## src/csc_defs.vh

```
// constants for the charger status and control block
`ifndef CSC_DEFS_VH
`define CSC_DEFS_VH
// ----------------------------------------
// timing (clock 125 MHz)
// ----------------------------------------
`define CSC_CLK_MHZ          125
`define CSC_FAULT_PULSE_US   128
`define CSC_FAULT_PULSE_CYC  (`CSC_FAULT_PULSE_US * `CSC_CLK_MHZ)
`define CSC_FAULT_PULSE_W    14
`define CSC_SAFETY_MIN       27
`define CSC_SAFETY_CYC       (`CSC_SAFETY_MIN * 40'h3C * `CSC_CLK_MHZ * 40'hF4240)
`define CSC_WDOG_S           12
`define CSC_WDOG_CYC         (`CSC_WDOG_S * `CSC_CLK_MHZ * 40'hF4240)
`define CSC_TMR_W            40
// ----------------------------------------
// input limit codes
// ----------------------------------------
`define CSC_ILIM_NONE        2'h0
`define CSC_ILIM_100MA       2'h1
`define CSC_ILIM_HOST        2'h2
`define CSC_ICHG_1A          1'h1
`endif

```

## src/csc_pulse.v

```verilog
// fixed-length fault pulse generator, not retriggerable
module csc_pulse #(
    parameter LEN = 16000,
    parameter W   = 14
) (
    // clock and reset
    input  wire clk,
    input  wire nrst,
    // trigger and pulse
    input  wire trig,
    output reg  busy_q
);
    reg [W-1:0] cnt_q;
    // ----------------------------------------
    // counter
    // ----------------------------------------
    always @(posedge clk) begin
        if (!nrst) begin
            cnt_q  <= {W{1'b0}};
            busy_q <= 1'b0;
        end else if (busy_q) begin
            // later faults ignored while busy
            if (cnt_q == LEN[W-1:0] - 1'b1) begin
                busy_q <= 1'b0;
                cnt_q  <= {W{1'b0}};
            end else begin
                cnt_q <= cnt_q + 1'b1;
            end
        end else if (trig) begin
            busy_q <= 1'b1;
            cnt_q  <= {W{1'b0}};
        end
    end
endmodule // csc_pulse

```

## src/csc_top.v

```verilog
// charger status pins, disable/source inputs, accessory gate, thermistor handling
// Functional notes
// - host status pin pulled low while charging, released when done or disabled
// - charge status pin pulled low while charging, released when done or disabled
// - any fault while no pulse is running gives one 128 us low pulse on both status pins
// - status enable bit gates both status pins entirely
// - disable input high stops charging and enters high impedance mode
// - disable toggle resets safety timer only in default mode
// - default mode: source select high means usb: 100 mA input limit
// - default mode: source select low means adapter: no input limit, 1 A charge
// - accessory output connected only when its enable bit is set
// - default mode: cold or hot pack suspends charging
// - default mode: warm band reduces current; all thermistor faults reported
// - host mode: thermistor faults reported but charging unaffected
// - two operating modes, default and host
// - safety timer 27 minutes, watchdog 12 seconds
// - default mode until host communication is established
// - watchdog expiry returns to default mode if safety timer still running
`include "csc_defs.vh"
module csc_top #(
    parameter SAFETY_CYC = `CSC_SAFETY_CYC,
    parameter WDOG_CYC   = `CSC_WDOG_CYC
) (
    // clock and reset
    input  wire       CLK,
    input  wire       NRST,
    // pins from outside
    input  wire       CHARGE_DISABLE_IN,
    input  wire       SOURCE_SELECT_IN,
    // thermistor comparator results
    input  wire       PACK_TS_COLD,
    input  wire       PACK_TS_HOT,
    input  wire       PACK_TS_WARM,
    // charge engine state
    input  wire       CHARGE_ACTIVE,
    input  wire       OTHER_FAULT,
    // host serial control
    input  wire       HOST_ACCESS,
    input  wire       HOST_TMR_RST,
    input  wire       STAT_ENABLE,
    input  wire       ACC_POWER_EN,
    input  wire [1:0] HOST_ILIM,
    // status pins, open drain
    output reg        INT_STAT_O,
    output reg        INT_STAT_OE,
    output reg        CHG_STAT_O,
    output reg        CHG_STAT_OE,
    // accessory power
    output reg        ACCESSORY_POWER_OUT,
    // charge control
    output reg        CHARGE_RUN,
    output reg        HIZ_MODE,
    output reg        CHARGE_REDUCED,
    output reg [1:0]  INPUT_LIMIT,
    output reg        CHARGE_1A,
    output reg        HOST_MODE,
    output reg        SAFETY_EXPIRED,
    output reg [2:0]  TS_FAULT
);
    // ----------------------------------------
    // mode states, one hot
    // ----------------------------------------
    localparam ST_DEFAULT = 2'b01;
    localparam ST_HOST    = 2'b10;
    // timer width and end points, cut to that width on purpose
    localparam          TW          = `CSC_TMR_W;
    localparam [TW-1:0] SAFETY_LAST = SAFETY_CYC - 1'b1;
    localparam [TW-1:0] WDOG_LOAD   = WDOG_CYC;
    reg        [TW-1:0] safety_q;
    reg        [TW-1:0] wdog_q;

    reg        cd_s1_q, cd_s2_q, cd_s3_q;
    reg        ps_s1_q, ps_s2_q;
    reg [1:0]  mode_q;
    reg [1:0]  mode_d;
    reg        safety_exp_q;
    reg [2:0]  ts_prev_q;
    wire       cd_edge;
    wire       pulse_busy;
    wire       fault_evt;
    wire       in_default;
    wire       ts_stop;
    wire       charging;

    // ----------------------------------------
    // input synchronisers
    // ----------------------------------------
    // reset to the pins' idle levels so no false toggle follows reset
    always @(posedge CLK) begin
        if (!NRST) begin
            cd_s1_q <= 1'b0;
            cd_s2_q <= 1'b0;
            cd_s3_q <= 1'b0;
            ps_s1_q <= 1'b1;
            ps_s2_q <= 1'b1;
        end else begin
            cd_s1_q <= CHARGE_DISABLE_IN;
            cd_s2_q <= cd_s1_q;
            cd_s3_q <= cd_s2_q;
            ps_s1_q <= SOURCE_SELECT_IN;
            ps_s2_q <= ps_s1_q;
        end
    end
    assign cd_edge = cd_s2_q ^ cd_s3_q;

    // ----------------------------------------
    // mode machine
    // ----------------------------------------
    assign in_default = mode_q[0];
    always @* begin
        mode_d = mode_q;
        case (mode_q)
            ST_DEFAULT: begin
                if (HOST_ACCESS)
                    mode_d = ST_HOST;
            end
            ST_HOST: begin
                // a host restart in the expiry cycle keeps host mode
                if (wdog_q == {TW{1'b0}} && !safety_exp_q
                        && !HOST_ACCESS && !HOST_TMR_RST)
                    mode_d = ST_DEFAULT;
            end
            default: mode_d = ST_DEFAULT;
        endcase
    end

    // ----------------------------------------
    // safety and watchdog timers
    // ----------------------------------------
    // both timers count plain cycles: 27 min at 125 MHz needs 38 bits,
    // so the header sets one wider width for both
    always @(posedge CLK) begin
        if (!NRST) begin
            mode_q       <= ST_DEFAULT;
            safety_q     <= {TW{1'b0}};
            wdog_q       <= {TW{1'b0}};
            safety_exp_q <= 1'b0;
        end else begin
            mode_q <= mode_d;
            if (mode_q != mode_d && mode_d == ST_DEFAULT)
                safety_q <= {TW{1'b0}};
            else if (in_default && cd_edge)
                safety_q <= {TW{1'b0}};
            else if (charging && !safety_exp_q)
                safety_q <= safety_q + 1'b1;
            if (charging && safety_q == SAFETY_LAST)
                safety_exp_q <= 1'b1;
            else if (cd_s2_q)
                safety_exp_q <= 1'b0;
            if (HOST_ACCESS || HOST_TMR_RST)
                wdog_q <= WDOG_LOAD;
            else if (wdog_q != {TW{1'b0}})
                wdog_q <= wdog_q - 1'b1;
        end
    end

    // ----------------------------------------
    // thermistor, charge control
    // ----------------------------------------
    assign ts_stop  = in_default && (PACK_TS_COLD || PACK_TS_HOT);
    assign charging = CHARGE_ACTIVE && !cd_s2_q && !ts_stop && !safety_exp_q;
    // fault sources: other faults, safety expiry, any thermistor flag rising
    assign fault_evt = OTHER_FAULT || (safety_q == SAFETY_LAST && charging)
                     || (|({PACK_TS_COLD, PACK_TS_HOT, PACK_TS_WARM} & ~ts_prev_q));

    csc_pulse #(
        .LEN (`CSC_FAULT_PULSE_CYC),
        .W   (`CSC_FAULT_PULSE_W)
    ) u_pulse (
        .clk    (CLK),
        .nrst   (NRST),
        .trig   (fault_evt),
        .busy_q (pulse_busy)
    );

    // ----------------------------------------
    // registered outputs
    // ----------------------------------------
    always @(posedge CLK) begin
        if (!NRST) begin
            INT_STAT_O          <= 1'b0;
            INT_STAT_OE         <= 1'b0;
            CHG_STAT_O          <= 1'b0;
            CHG_STAT_OE         <= 1'b0;
            ACCESSORY_POWER_OUT <= 1'b0;
            CHARGE_RUN          <= 1'b0;
            HIZ_MODE            <= 1'b0;
            CHARGE_REDUCED      <= 1'b0;
            INPUT_LIMIT         <= `CSC_ILIM_100MA;
            CHARGE_1A           <= 1'b0;
            HOST_MODE           <= 1'b0;
            SAFETY_EXPIRED      <= 1'b0;
            TS_FAULT            <= 3'h0;
            ts_prev_q           <= 3'h0;
        end else begin
            ts_prev_q   <= {PACK_TS_COLD, PACK_TS_HOT, PACK_TS_WARM};
            // a pulse during charging merges into the low level,
            // so the host sees it only while charging is off
            INT_STAT_OE <= STAT_ENABLE && (pulse_busy || charging);
            CHG_STAT_OE <= STAT_ENABLE && (pulse_busy || charging);
            INT_STAT_O  <= 1'b0;
            CHG_STAT_O  <= 1'b0;
            ACCESSORY_POWER_OUT <= ACC_POWER_EN;
            CHARGE_RUN     <= charging;
            HIZ_MODE       <= cd_s2_q;
            CHARGE_REDUCED <= in_default && PACK_TS_WARM && !PACK_TS_HOT;
            TS_FAULT       <= {PACK_TS_COLD, PACK_TS_HOT, PACK_TS_WARM};
            HOST_MODE      <= mode_q[1];
            SAFETY_EXPIRED <= safety_exp_q;
            if (mode_q[1])
                INPUT_LIMIT <= HOST_ILIM;
            else if (ps_s2_q)
                INPUT_LIMIT <= `CSC_ILIM_100MA;
            else
                INPUT_LIMIT <= `CSC_ILIM_NONE;
            CHARGE_1A <= in_default && !ps_s2_q ? `CSC_ICHG_1A : 1'b0;
        end
    end
endmodule // csc_top

```

## config.mk

```make
export PLATFORM = sky130hd
export DESIGN_NAME = csc_top
export DESIGN_NICKNAME = d
export VERILOG_FILES = /design/src/csc_pulse.v /design/src/csc_top.v
export VERILOG_INCLUDE_DIRS = /design/src
export SDC_FILE = /design/constraint.sdc
export NUM_CORES = 1
export LEC_CHECK = 0
export BUFFER_PORTS_ARGS = -buffer_cell sky130_fd_sc_hd__buf_2
export CORE_MARGIN = 2
export CORE_UTILIZATION = 30
export DETAILED_ROUTE_END_ITERATION = 8
export PLACE_DENSITY = 0.56
export SLEW_MARGIN = 10
export SYNTH_ARGS = -nofsm -noshare
export SYNTH_HDL_FRONTEND = slang
export SYNTH_SLANG_ARGS = --single-unit
export TNS_END_PERCENT = 1
```

## constraint.sdc

```tcl
create_clock -name CLK -period 3.27 [get_ports CLK]
set_input_delay 0.327 -clock CLK [delete_from_list [all_inputs] [get_ports CLK]]
set_output_delay 0.327 -clock CLK [all_outputs]
set_load 0.01 [all_outputs]
```

Word level (Yosys, flattened, before mapping)
Index checks and enable logic that the tools add are counted.

cells by class
  equality and inequality tests = 6
  bitwise logic cells = 4
  $add $sub $neg = 3
  mux-type cells = 16
  reduce and logical (&&, ||, !) cells = 35

operator list
  kind                                                   number
  two-way mux 31 bit                                     2
  two-way mux 14 bit                                     3
  adder 40 x 1 -> 40 bit, second input constant          1
  equality test 40 x 38 -> 1 bit, second input constant  1
  zero test 40 bit                                       1
  nonzero test 40 bit                                    1
  subtractor 40 x 1 -> 40 bit, second input constant     1
  logical AND 1 bit                                      15
  adder 14 x 1 -> 14 bit, second input constant          1
  equality test 14 bit, second input constant            1
  zero test 1 bit                                        7
  two-way mux 1 bit                                      7
  two-way mux 2 bit                                      3
  nonzero test 2 bit                                     3
  OR reduction 3 bit                                     2
  logical OR 1 bit                                       5
  equality test 2 x 1 -> 1 bit, second input constant    2
  case mux 2 bit (2 select lines)                        1
  AND 3 bit                                              1
  NOT 3 bit                                              1
  equality test 2 bit, second input constant             1
  != test 2 bit                                          1
  OR reduction 2 bit                                     1
  NOT 1 bit                                              1
  bitwise XOR 1 bit                                      1

word-level totals
  register bits = 115
  output and inout port bits = 16
  logic and storage cells = 85

Logic depth before layout (Yosys ltp)
Gate-level depths: netlist (run 1).

  depth in word-level cells = 10
  depth in mapped cells = 9
  depth with buffers taken out = 7

Hierarchy
From an unflattened synthesis (run 1), not the netlist that was laid out.

unflattened totals
  cells, all modules = 687
  area total of the unflattened synthesis = 5826.8 µm²

modules (own cells, without submodules)
  module     cells an instance  area an instance (µm²)  instances  sequential area each (µm²)
  csc_top    586                4984.8                  1          2001.9
  csc_pulse  101                842.1                   1          300.3

Worst setup path before layout (run 1)
OpenSTA, ideal clock, no wires.

  path kind = register -> register
  from = register safety_q[10]
  to = register u_pulse.cnt_q[5]
  clock period less this slack = 2586 ps
  arrival time = 2467 ps
  data required time = 3150 ps
  stages on the path, launching flop included = 7
  slack = 684 ps
  cells stage by stage = dfxtp_1 or4b_1 or4_1 or4_4 o211a_1 buf_6 a211o_1

between the ends
  word-level cells in the longest chain between the ends = 5

RTL lines
  element                              RTL line        source
  start: declaration                   csc_top.v:69    reg [TW-1:0] safety_q;
  start signal: assignment             csc_top.v:135   safety_q <= {TW{1'b0}};
  start signal: assignment             csc_top.v:141   safety_q <= {TW{1'b0}};
  start signal: assignment             csc_top.v:143   safety_q <= {TW{1'b0}};
  equality test 40 x 38 -> 1 bit       csc_top.v:163   assign fault_evt = OTHER_FAULT || (safety_q == SAFETY_LAST && charging)
  logical AND 1 bit                    csc_top.v:163
  logical OR 1 bit                     csc_top.v:163
  logical OR 1 bit                     csc_top.v:164   || (|({PACK_TS_COLD, PACK_TS_HOT, PACK_TS_WARM} & ~ts_prev_q));
  nonzero test 2 bit (no source line)  n/a
  end signal: assignment               csc_pulse.v:25  cnt_q <= {W{1'b0}};
  end signal: assignment               csc_pulse.v:27  cnt_q <= cnt_q + 1'b1;
  end signal: assignment               csc_pulse.v:31  cnt_q <= {W{1'b0}};
  end: declaration                     csc_pulse.v:13  reg [W-1:0] cnt_q;

No other way between the ends.
A chain may end at the register's enable or synchronous reset.

Worst setup path after layout (run 1)
  from = register safety_q[10]
  to = register u_pulse.cnt_q[2]

The elaborated chain is that of the path after synthesis.

==> out/results.tsv, run 1 <==
stage	metric	value	unit
status	run status	completed	
timing	period utilization	84.78	%
floorplan	die width	139.9	um
floorplan	die footprint	0.01957	mm2
global_route	vias in the first global route	4454	
setup_path	largest fanout on the critical path	11	
power	worst vdd ir	0.0002898	V
timing	final worst slack	0.4976	ns
clock_network	post_cts resized	0	
timing	final setup fails	0	
setup_path	Crit path max-delay family	simple AND/OR/NAND/NOR gates	
place	PortBufs	28	
synth	Avg Cell Area, Syn	8.539	um2
clock_network	clock tree buffer depth	2	
global_route	initial antenna violation count	0	
final_layout	post-layout net count	701	
route	DR vias	4809	
timing	hold_ws	0.09404	ns
setup_path	r2r setup slk	0.50	ns
setup_path	reg2reg path depth	5	
final_layout	share of cells above drive strength 1	14.60	%
global_route	total grt overflow	0	
route	final wirelength	13.04	mm
route	initial DRC count	333	
synth	Synth area leader	dfxtp_1	
final_layout	P&R area growth vs syn	19.08	%
place	HPWL Detailed	8.695	mm
floorplan	row cnt	49	
synth	cell count after synthesis	649	
min_path	hold wc startpoint	SOURCE_SELECT_IN	
route	DR vias/cell	5.221	
floorplan	core area	0.01802	mm2
route	wire length per cell	14.16	um
route	DR pass1 iterations	4	
setup_path	worst flop-to-flop path startpoint	safety_q[10]	
clock_network	CTS Root Cell	clkbuf_16	
clock_network	Max H-tree Level	4	
route	# DRC	0	
synth	Primary FF master, synth	dfxtp_1	
synth	Synth Register Bits	115	
global_route	largest net degree at the start of global routing	41	
setup_path	CP cell instances	or4b_1, or4_1, or4_4, o211a_1, a211o_2	
clock_network	CTS tree	built	
global_route	Total Routing Usage GR	13.60	%
timing	Slew HR	44.66	%
setup_path	slowest CP cell	or4_4	
setup_path	slowest stage delay, CP	0.56	ns
place	routability cong.	0.7791	
min_path	Cells on Worst Hold Path	2	
timing	post-layout minimum cycle time	2.772	ns
timing	clock skew	0.009473	ns
min_path	Hold WC Path Type	in -> reg	
run	max-cap viol count	0	
setup_path	critical path data arrival time	3.07	ns
timing	max-slew violations	0	
setup_path	reg-to-reg critical path endpoint	u_pulse.cnt_q[2]	
clock_network	CTS sink cnt	115	
setup_path	crit path launch type	flip-flop	
clock_network	setup bufs post-CTS	0	
setup_path	CP required	3.57	ns
floorplan	starting density of the core	30.74	%
timing	RSZ-0062 raised after global routing	no	
timing	Tightest Pin Transition	0.8092	ns
final_layout	antenna cells	0	
clock_network	later-pin clock latency in the skew report	0.41	ns
clock_network	TritonCTS buffer count	17	
final_layout	Finished Layout Cells	921	
synth	number of synthesized flops with an enable pin	0	
synth	ys async rst share	0	%
timing	Fin Setup TNS	0	ns
setup_path	CP bufs+invs	0	
setup_path	Setup crit end kind	flip-flop	
place	dpl cells	890	
power	Cell Pwr Density	565.4	mW/mm2
clock_network	Reg clk slew, reported paths	0.05	ns
route	DRT antenna net count	0	
timing	Max Freq	360.7	MHz
clock_network	cts hold-fix bufs	0	
global_route	first-pass GRT wire length	21.88	mm
place	DP Worst Slack	0.5011	ns
synth	dominant cells by area after synthesis	dfxtp_1 (42%), xnor2_1 (6.2%), a21oi_1 (5.9%), nor4_1 (3.2%), or4_1 (2.7%)	
synth	Distinct cells, synth	65	
timing	final-report hold violation count	0	
power	Leak Pwr	0.002284	uW
floorplan	I/O pins	31	
setup_path	critical path type	reg -> reg	
min_path	Worst Hold Path EP	ps_s1_q	
synth	Synth top area share	41.54	%
synth	Synth Warn #	0	
synth	Seq/Total Area, Yosys	41.54	%
synth	Netlist Area Pre-Place	0.005542	mm2
floorplan	Die Y	139.9	um
## Yosys cell counts, drive strengths merged (3+ instances only)
library cell / instances
o211ai: 3
o31ai: 15
dfxtp: 115
and2: 11
inv: 20
o21ai: 21
nand2b: 4
nand2: 39
xor2: 8
or4: 21
a21oi: 65
nor4: 29
ha: 6
clkbuf: 26
a31oi: 6
a211o: 4
nor3: 29
buf: 12
a22o: 4
nor3b: 6
and4: 5
a2111oi: 3
o31a: 3
or3b: 3
or2: 7
nand3: 25
mux2i: 5
nor2b: 3
and3: 13
nor2: 33
or3: 18
nand4: 16
a211oi: 4
xnor2: 39
## sequential cells by signal, indices dropped and copies added (netlist names)
| name | flops |
|---|---|
| HIZ_MODE | 1 |
| HOST_MODE | 1 |
| cd_s1_q | 1 |
| ps_s1_q | 1 |
| ps_s2_q | 1 |
| INPUT_LIMIT | 2 |
| u_pulse.cnt_q | 14 |
| ts_prev_q | 3 |
| wdog_q | 40 |
| CHARGE_REDUCED | 1 |
| ACCESSORY_POWER_OUT | 1 |
| u_pulse.busy_q | 1 |
| SAFETY_EXPIRED | 1 |
| mode_q | 2 |
| CHARGE_RUN | 1 |
| cd_s2_q | 1 |
| CHARGE_1A | 1 |
| safety_q | 40 |
| CHG_STAT_OE | 1 |
| safety_exp_q | 1 |
## power by group
part,switching [uW],internal [uW],leakage (uW)
clock,632,1150,0.000278
combinational,266,184,0.00107
sequential,51.0,1450,0.000935
total,950,2780,0.00228
## placed cells by master, fill, tap and decap left out, drive strengths merged, types with 4 or more instances in the layout
cell	synthesis	layout
ha	6	6
or3	18	18
a21oi	65	65
o31ai	15	15
nor4	29	29
mux2i	5	5
and4	5	5
nand2	39	39
dfxtp	115	115
xor2	8	8
nand4	16	16
buf	12	49
o21ai	21	21
and2	11	11
nor3	29	29
nor2	33	33
nand3	25	25
clkinv	0	6
and3	13	13
nand2b	4	4
a211oi	4	4
xnor2	39	39
a211o	4	4
clkbuf	26	21
or4	21	21
nor3b	6	6
a22o	4	4
a31oi	6	6
or2	7	7
inv	20	20
## kinds of logic after synthesis
| family | Yosys count | synth area share [%] |
|---|---|---|
| and+or+nand+nor | 270 | 27.57 |
| AOI/OAI and AO/OA | 146 | 16.53 |
| DFF | 115 | 41.54 |
| buffers and inverters | 58 | 4.403 |
| xor gates and xnor gates | 47 | 7.428 |
| adders and majority gates | 6 | 1.355 |
| muxes | 6 | 1.106 |
| other | 1 | 0.06767 |
## per-layer routing
| layer | GRT usage [%] | up-vias | part of all wire, % |
|---|---|---|---|
| met5 | 0 | - | 0 |
| met4 | 5.526 | 0 | 1.2 |
| met3 | 3.692 | 14 | 3.1 |
| met2 | 20.44 | 60 | 45 |
| met1 | 18.52 | 2264 | 51 |
| li1 | - | 2471 | - |
## worst max path at each step
stage                            start          endpoint  slack, ns  cells after the start
final                     safety_q[10]  u_pulse.cnt_q[2]       0.50                      5
after global routing      safety_q[10]  u_pulse.cnt_q[2]       0.38                      5
after detailed placement  safety_q[10]  u_pulse.cnt_q[2]       0.50                      5
after floorplan           safety_q[10]  u_pulse.cnt_q[5]       0.68                      6
after CTS                 safety_q[10]  u_pulse.cnt_q[2]       0.48                      5
after global placement    safety_q[10]  u_pulse.cnt_q[2]       0.52                      5
## layout make-up
cell class | instances | area [um2]
Clock inverter | 10 | 108.9
Multi-Input combinational cell | 477 | 3018
Inverter | 20 | 75.07
Tap cell | 229 | 286.5
Fill cell | 1873 | 11430
Sequential cell | 115 | 2302
Clock buffer | 21 | 460.4
Timing Repair Buffer | 49 | 347.8
## through the flow
step	utilization [%]	cell area [um2]	total power, uW
after floorplan	-	5545	1792
after global placement	33.45	6030	1981
after detailed placement	33.45	6030	1980
after CTS	36.61	6599	3780
after global routing	36.61	6599	3910
final	36.61	6599	3731
No activity file was read; power rests on OpenSTA's default activity.
==> run 2, diff against run 1 <==
--- a/config.mk
+++ b/config.mk
@@ -10,7 +10,7 @@
 export CORE_MARGIN = 2
 export CORE_UTILIZATION = 30
 export DETAILED_ROUTE_END_ITERATION = 8
-export PLACE_DENSITY = 0.56
+export PLACE_DENSITY = 0.58
 export SLEW_MARGIN = 10
 export SYNTH_ARGS = -nofsm -noshare
 export SYNTH_HDL_FRONTEND = slang
==> constraint.sdc (replaced) <==
create_clock -name CLK -period 2.2 [get_ports CLK]
set_input_delay 0.22 -clock CLK [delete_from_list [all_inputs] [get_ports CLK]]
set_output_delay 0.22 -clock CLK [all_outputs]
set_load 0.01 [all_outputs]
==> run 2 against run 1 <==
Against the previous run:
- the run now ends with negative setup slack left
- sequential power rose by 47%
- via count is 11% higher
- total power up 51%
- global-route usage increased by 1.8 points
- die area unchanged
- sequential share of layout area is 4.3 points lower
- count of clock-buffer cells in the layout up 7
- worst hold slack worse by 0.073 ns
- register-to-register slack got worse by 0.70 ns
- critical path depth did not move
- critical path type unchanged
- highest routed layer unchanged
- routed wire length is 13% higher
==> out/results.tsv, run 2 (synthesis gave the netlist of run 1 again) <==
stage	metric	value	unit	change
global_route	total grt overflow	0		unchanged
final_layout	antenna cells	0		unchanged
power	Final Power	5638	uW	+51%
floorplan	row cnt	49		unchanged
power	Cell Pwr Density	747.5	mW/mm2	+32%
floorplan	die width	139.9	um	unchanged
clock_network	CTS Root Cell	clkbuf_16		
timing	clock skew	0.01053	ns	+0.001060 ns
place	routability cong.	0.8105		+4.0%
clock_network	later-pin clock latency in the skew report	0.42	ns	about the same
global_route	Total Routing Usage GR	15.40	%	+1.8 points
timing	post-layout minimum cycle time	2.400	ns	-0.3726 ns
final_layout	most common cell after layout, fill and taps aside	buf_4		
floorplan	starting density of the core	30.74	%	unchanged
timing	RSZ-0062 raised after global routing	yes		
timing	period utilization	109.1	%	+24 points
global_route	largest net degree at the start of global routing	32		-22%
route	final wirelength	14.77	mm	+13%
clock_network	TritonCTS buffer count	17		unchanged
final_layout	number of fill cells	1812		-3.3%
final_layout	Multi-input gate area	0.003174	mm2	+5.2%
setup_path	slowest stage delay, CP	0.51	ns	-0.05 ns
timing	final worst slack	-0.1998	ns	-0.6974 ns
final_layout	post-layout net count	804		+15%
final_layout	Seq. cell area	0.002306	mm2	+0.16%
timing	final-report hold violation count	0		unchanged
clock_network	clock tree buffer depth	2		unchanged
global_route	initial antenna violation count	0		unchanged
status	run status	complete, but fails checks		
power	Leak Pwr	0.002832	uW	+24%
timing	Fin Setup TNS	-1.914	ns	-1.914 ns
setup_path	critical path data arrival time	2.70	ns	-0.37 ns
timing	Tightest Pin Transition	0.8319	ns	+0.02264 ns
clock_network	setup bufs post-CTS	0		unchanged
min_path	Hold WC Path Type	in -> reg		
floorplan	Die Y	139.9	um	unchanged
timing	Slew HR	44.11	%	-0.54 points
route	DR vias/cell	5.200		-0.41%
timing	Max Freq	416.7	MHz	+16%
final_layout	P&R area growth vs syn	36.10	%	
route	DR pass1 iterations	5		+1
floorplan	core area	0.01802	mm2	unchanged
timing	max-slew violations	0		unchanged
final_layout	most frequent cells in the layout	buf_4 (114), dfxtp_1 (112), a21oi_1 (58)		
route	# DRC	0		unchanged
clock_network	Max H-tree Level	4		unchanged
clock_network	CTS tree	built		
floorplan	I/O pins	31		unchanged
setup_path	critical path type	reg -> reg		
route	initial DRC count	298		-11%
global_route	vias in the first global route	4877		+9.5%
final_layout	share of cells above drive strength 1	28.02	%	+13 points
place	PortBufs	28		unchanged
route	DR vias	5330		+11%
setup_path	crit path launch type	flip-flop		
setup_path	CP required	2.50	ns	-1.07 ns
run	max-cap viol count	0		unchanged
status	failing checks	negative setup slack		
clock_network	Reg clk slew, reported paths	0.05	ns	about the same
place	DP Worst Slack	-0.3250	ns	-0.8261 ns
floorplan	die footprint	0.01957	mm2	unchanged
final_layout	registers with the most flip-flops	safety_q x40, wdog_q x40, u_pulse.cnt_q x14		
global_route	first-pass GRT wire length	24.50	mm	+12%
setup_path	largest fanout on the critical path	6		-5
power	worst vdd ir	0.0005568	V	+92%
timing	final setup fails	15		+15
setup_path	CP cell instances	or4b_1, or4_1, or4_4, o211a_4, a211o_2		
route	wire length per cell	14.40	um	+1.7%
clock_network	CTS sink cnt	115		unchanged
setup_path	Setup crit end kind	flip-flop		
place	HPWL Detailed	10.19	mm	+17%
setup_path	slowest CP cell	or4b_1		
route	DRT antenna net count	0		unchanged
==> run 2: power by group <==
group          total, uW  internal [uW]  switching [uW]
combinational        824            343             481
clock               2610           1700             914
sequential          2200           2160            47.3
total               5640           4200            1440
==> run 2: final cells by class <==
cell class              instances  area share, %
clock buffers                  28          6.851
clock inverters                 4         0.5972
inverters                      20         0.9954
multi-input cells             478          42.09
flip-flops and latches        115          30.57
well taps                     229          3.799
repair buffers                151          15.10
==> run 2: metal layers <==
| layer | track usage (%) | vias to the layer above | share of wire [%] |
|---|---|---|---|
| li1 | - | 2677 | - |
| met4 | 4.895 | 0 | 1.1 |
| met2 | 23.80 | 79 | 47 |
| met1 | 21.36 | 2559 | 49 |
| met5 | 0 | - | 0 |
| met3 | 3.521 | 15 | 3.2 |
==> run 2: critical path: cells and delay by family, from the launching register on <==
kind / cells / cell delay (ns)
and+or+nand+nor: 3 / 1.38
DFF: 1 / 0.31
AOI/OAI and AO/OA: 2 / 0.60
==> run 2: through the flow <==
stage | utilization [%] | hold WS (ns) | cell area, um2 | std cells
floorplan | - | 0.2983 | 5568 | 650
global placement | 37.81 | 0.3925 | 6815 | 990
detailed placement | 37.81 | 0.4055 | 6815 | 990
CTS | 41.37 | 0.005464 | 7457 | 1025
global route | 41.84 | 0.01241 | 7542 | 1025
finish | 41.84 | 0.02102 | 7542 | 1025
==> run 2: final timing paths <==
path | start | to | slack [ns] | cells past startpoint
hold / removal | PACK_TS_HOT | CHARGE_REDUCED | 0.02 | 2
setup / recovery | safety_q[13] | u_pulse.cnt_q[2] | -0.20 | 5
hold reg to reg | ps_s1_q | ps_s2_q | 0.41 | 1
setup reg to reg | safety_q[13] | u_pulse.cnt_q[2] | -0.20 | 5
==> run 2: timing repair <==
action	4_1_cts	5_1_grt
gates resized for setup	9	23
endpoints found under the hold margin	2	0
pin swaps	4	4
endpoints found under the setup margin	50	68
cloned	1	0
hold buffers	2	0
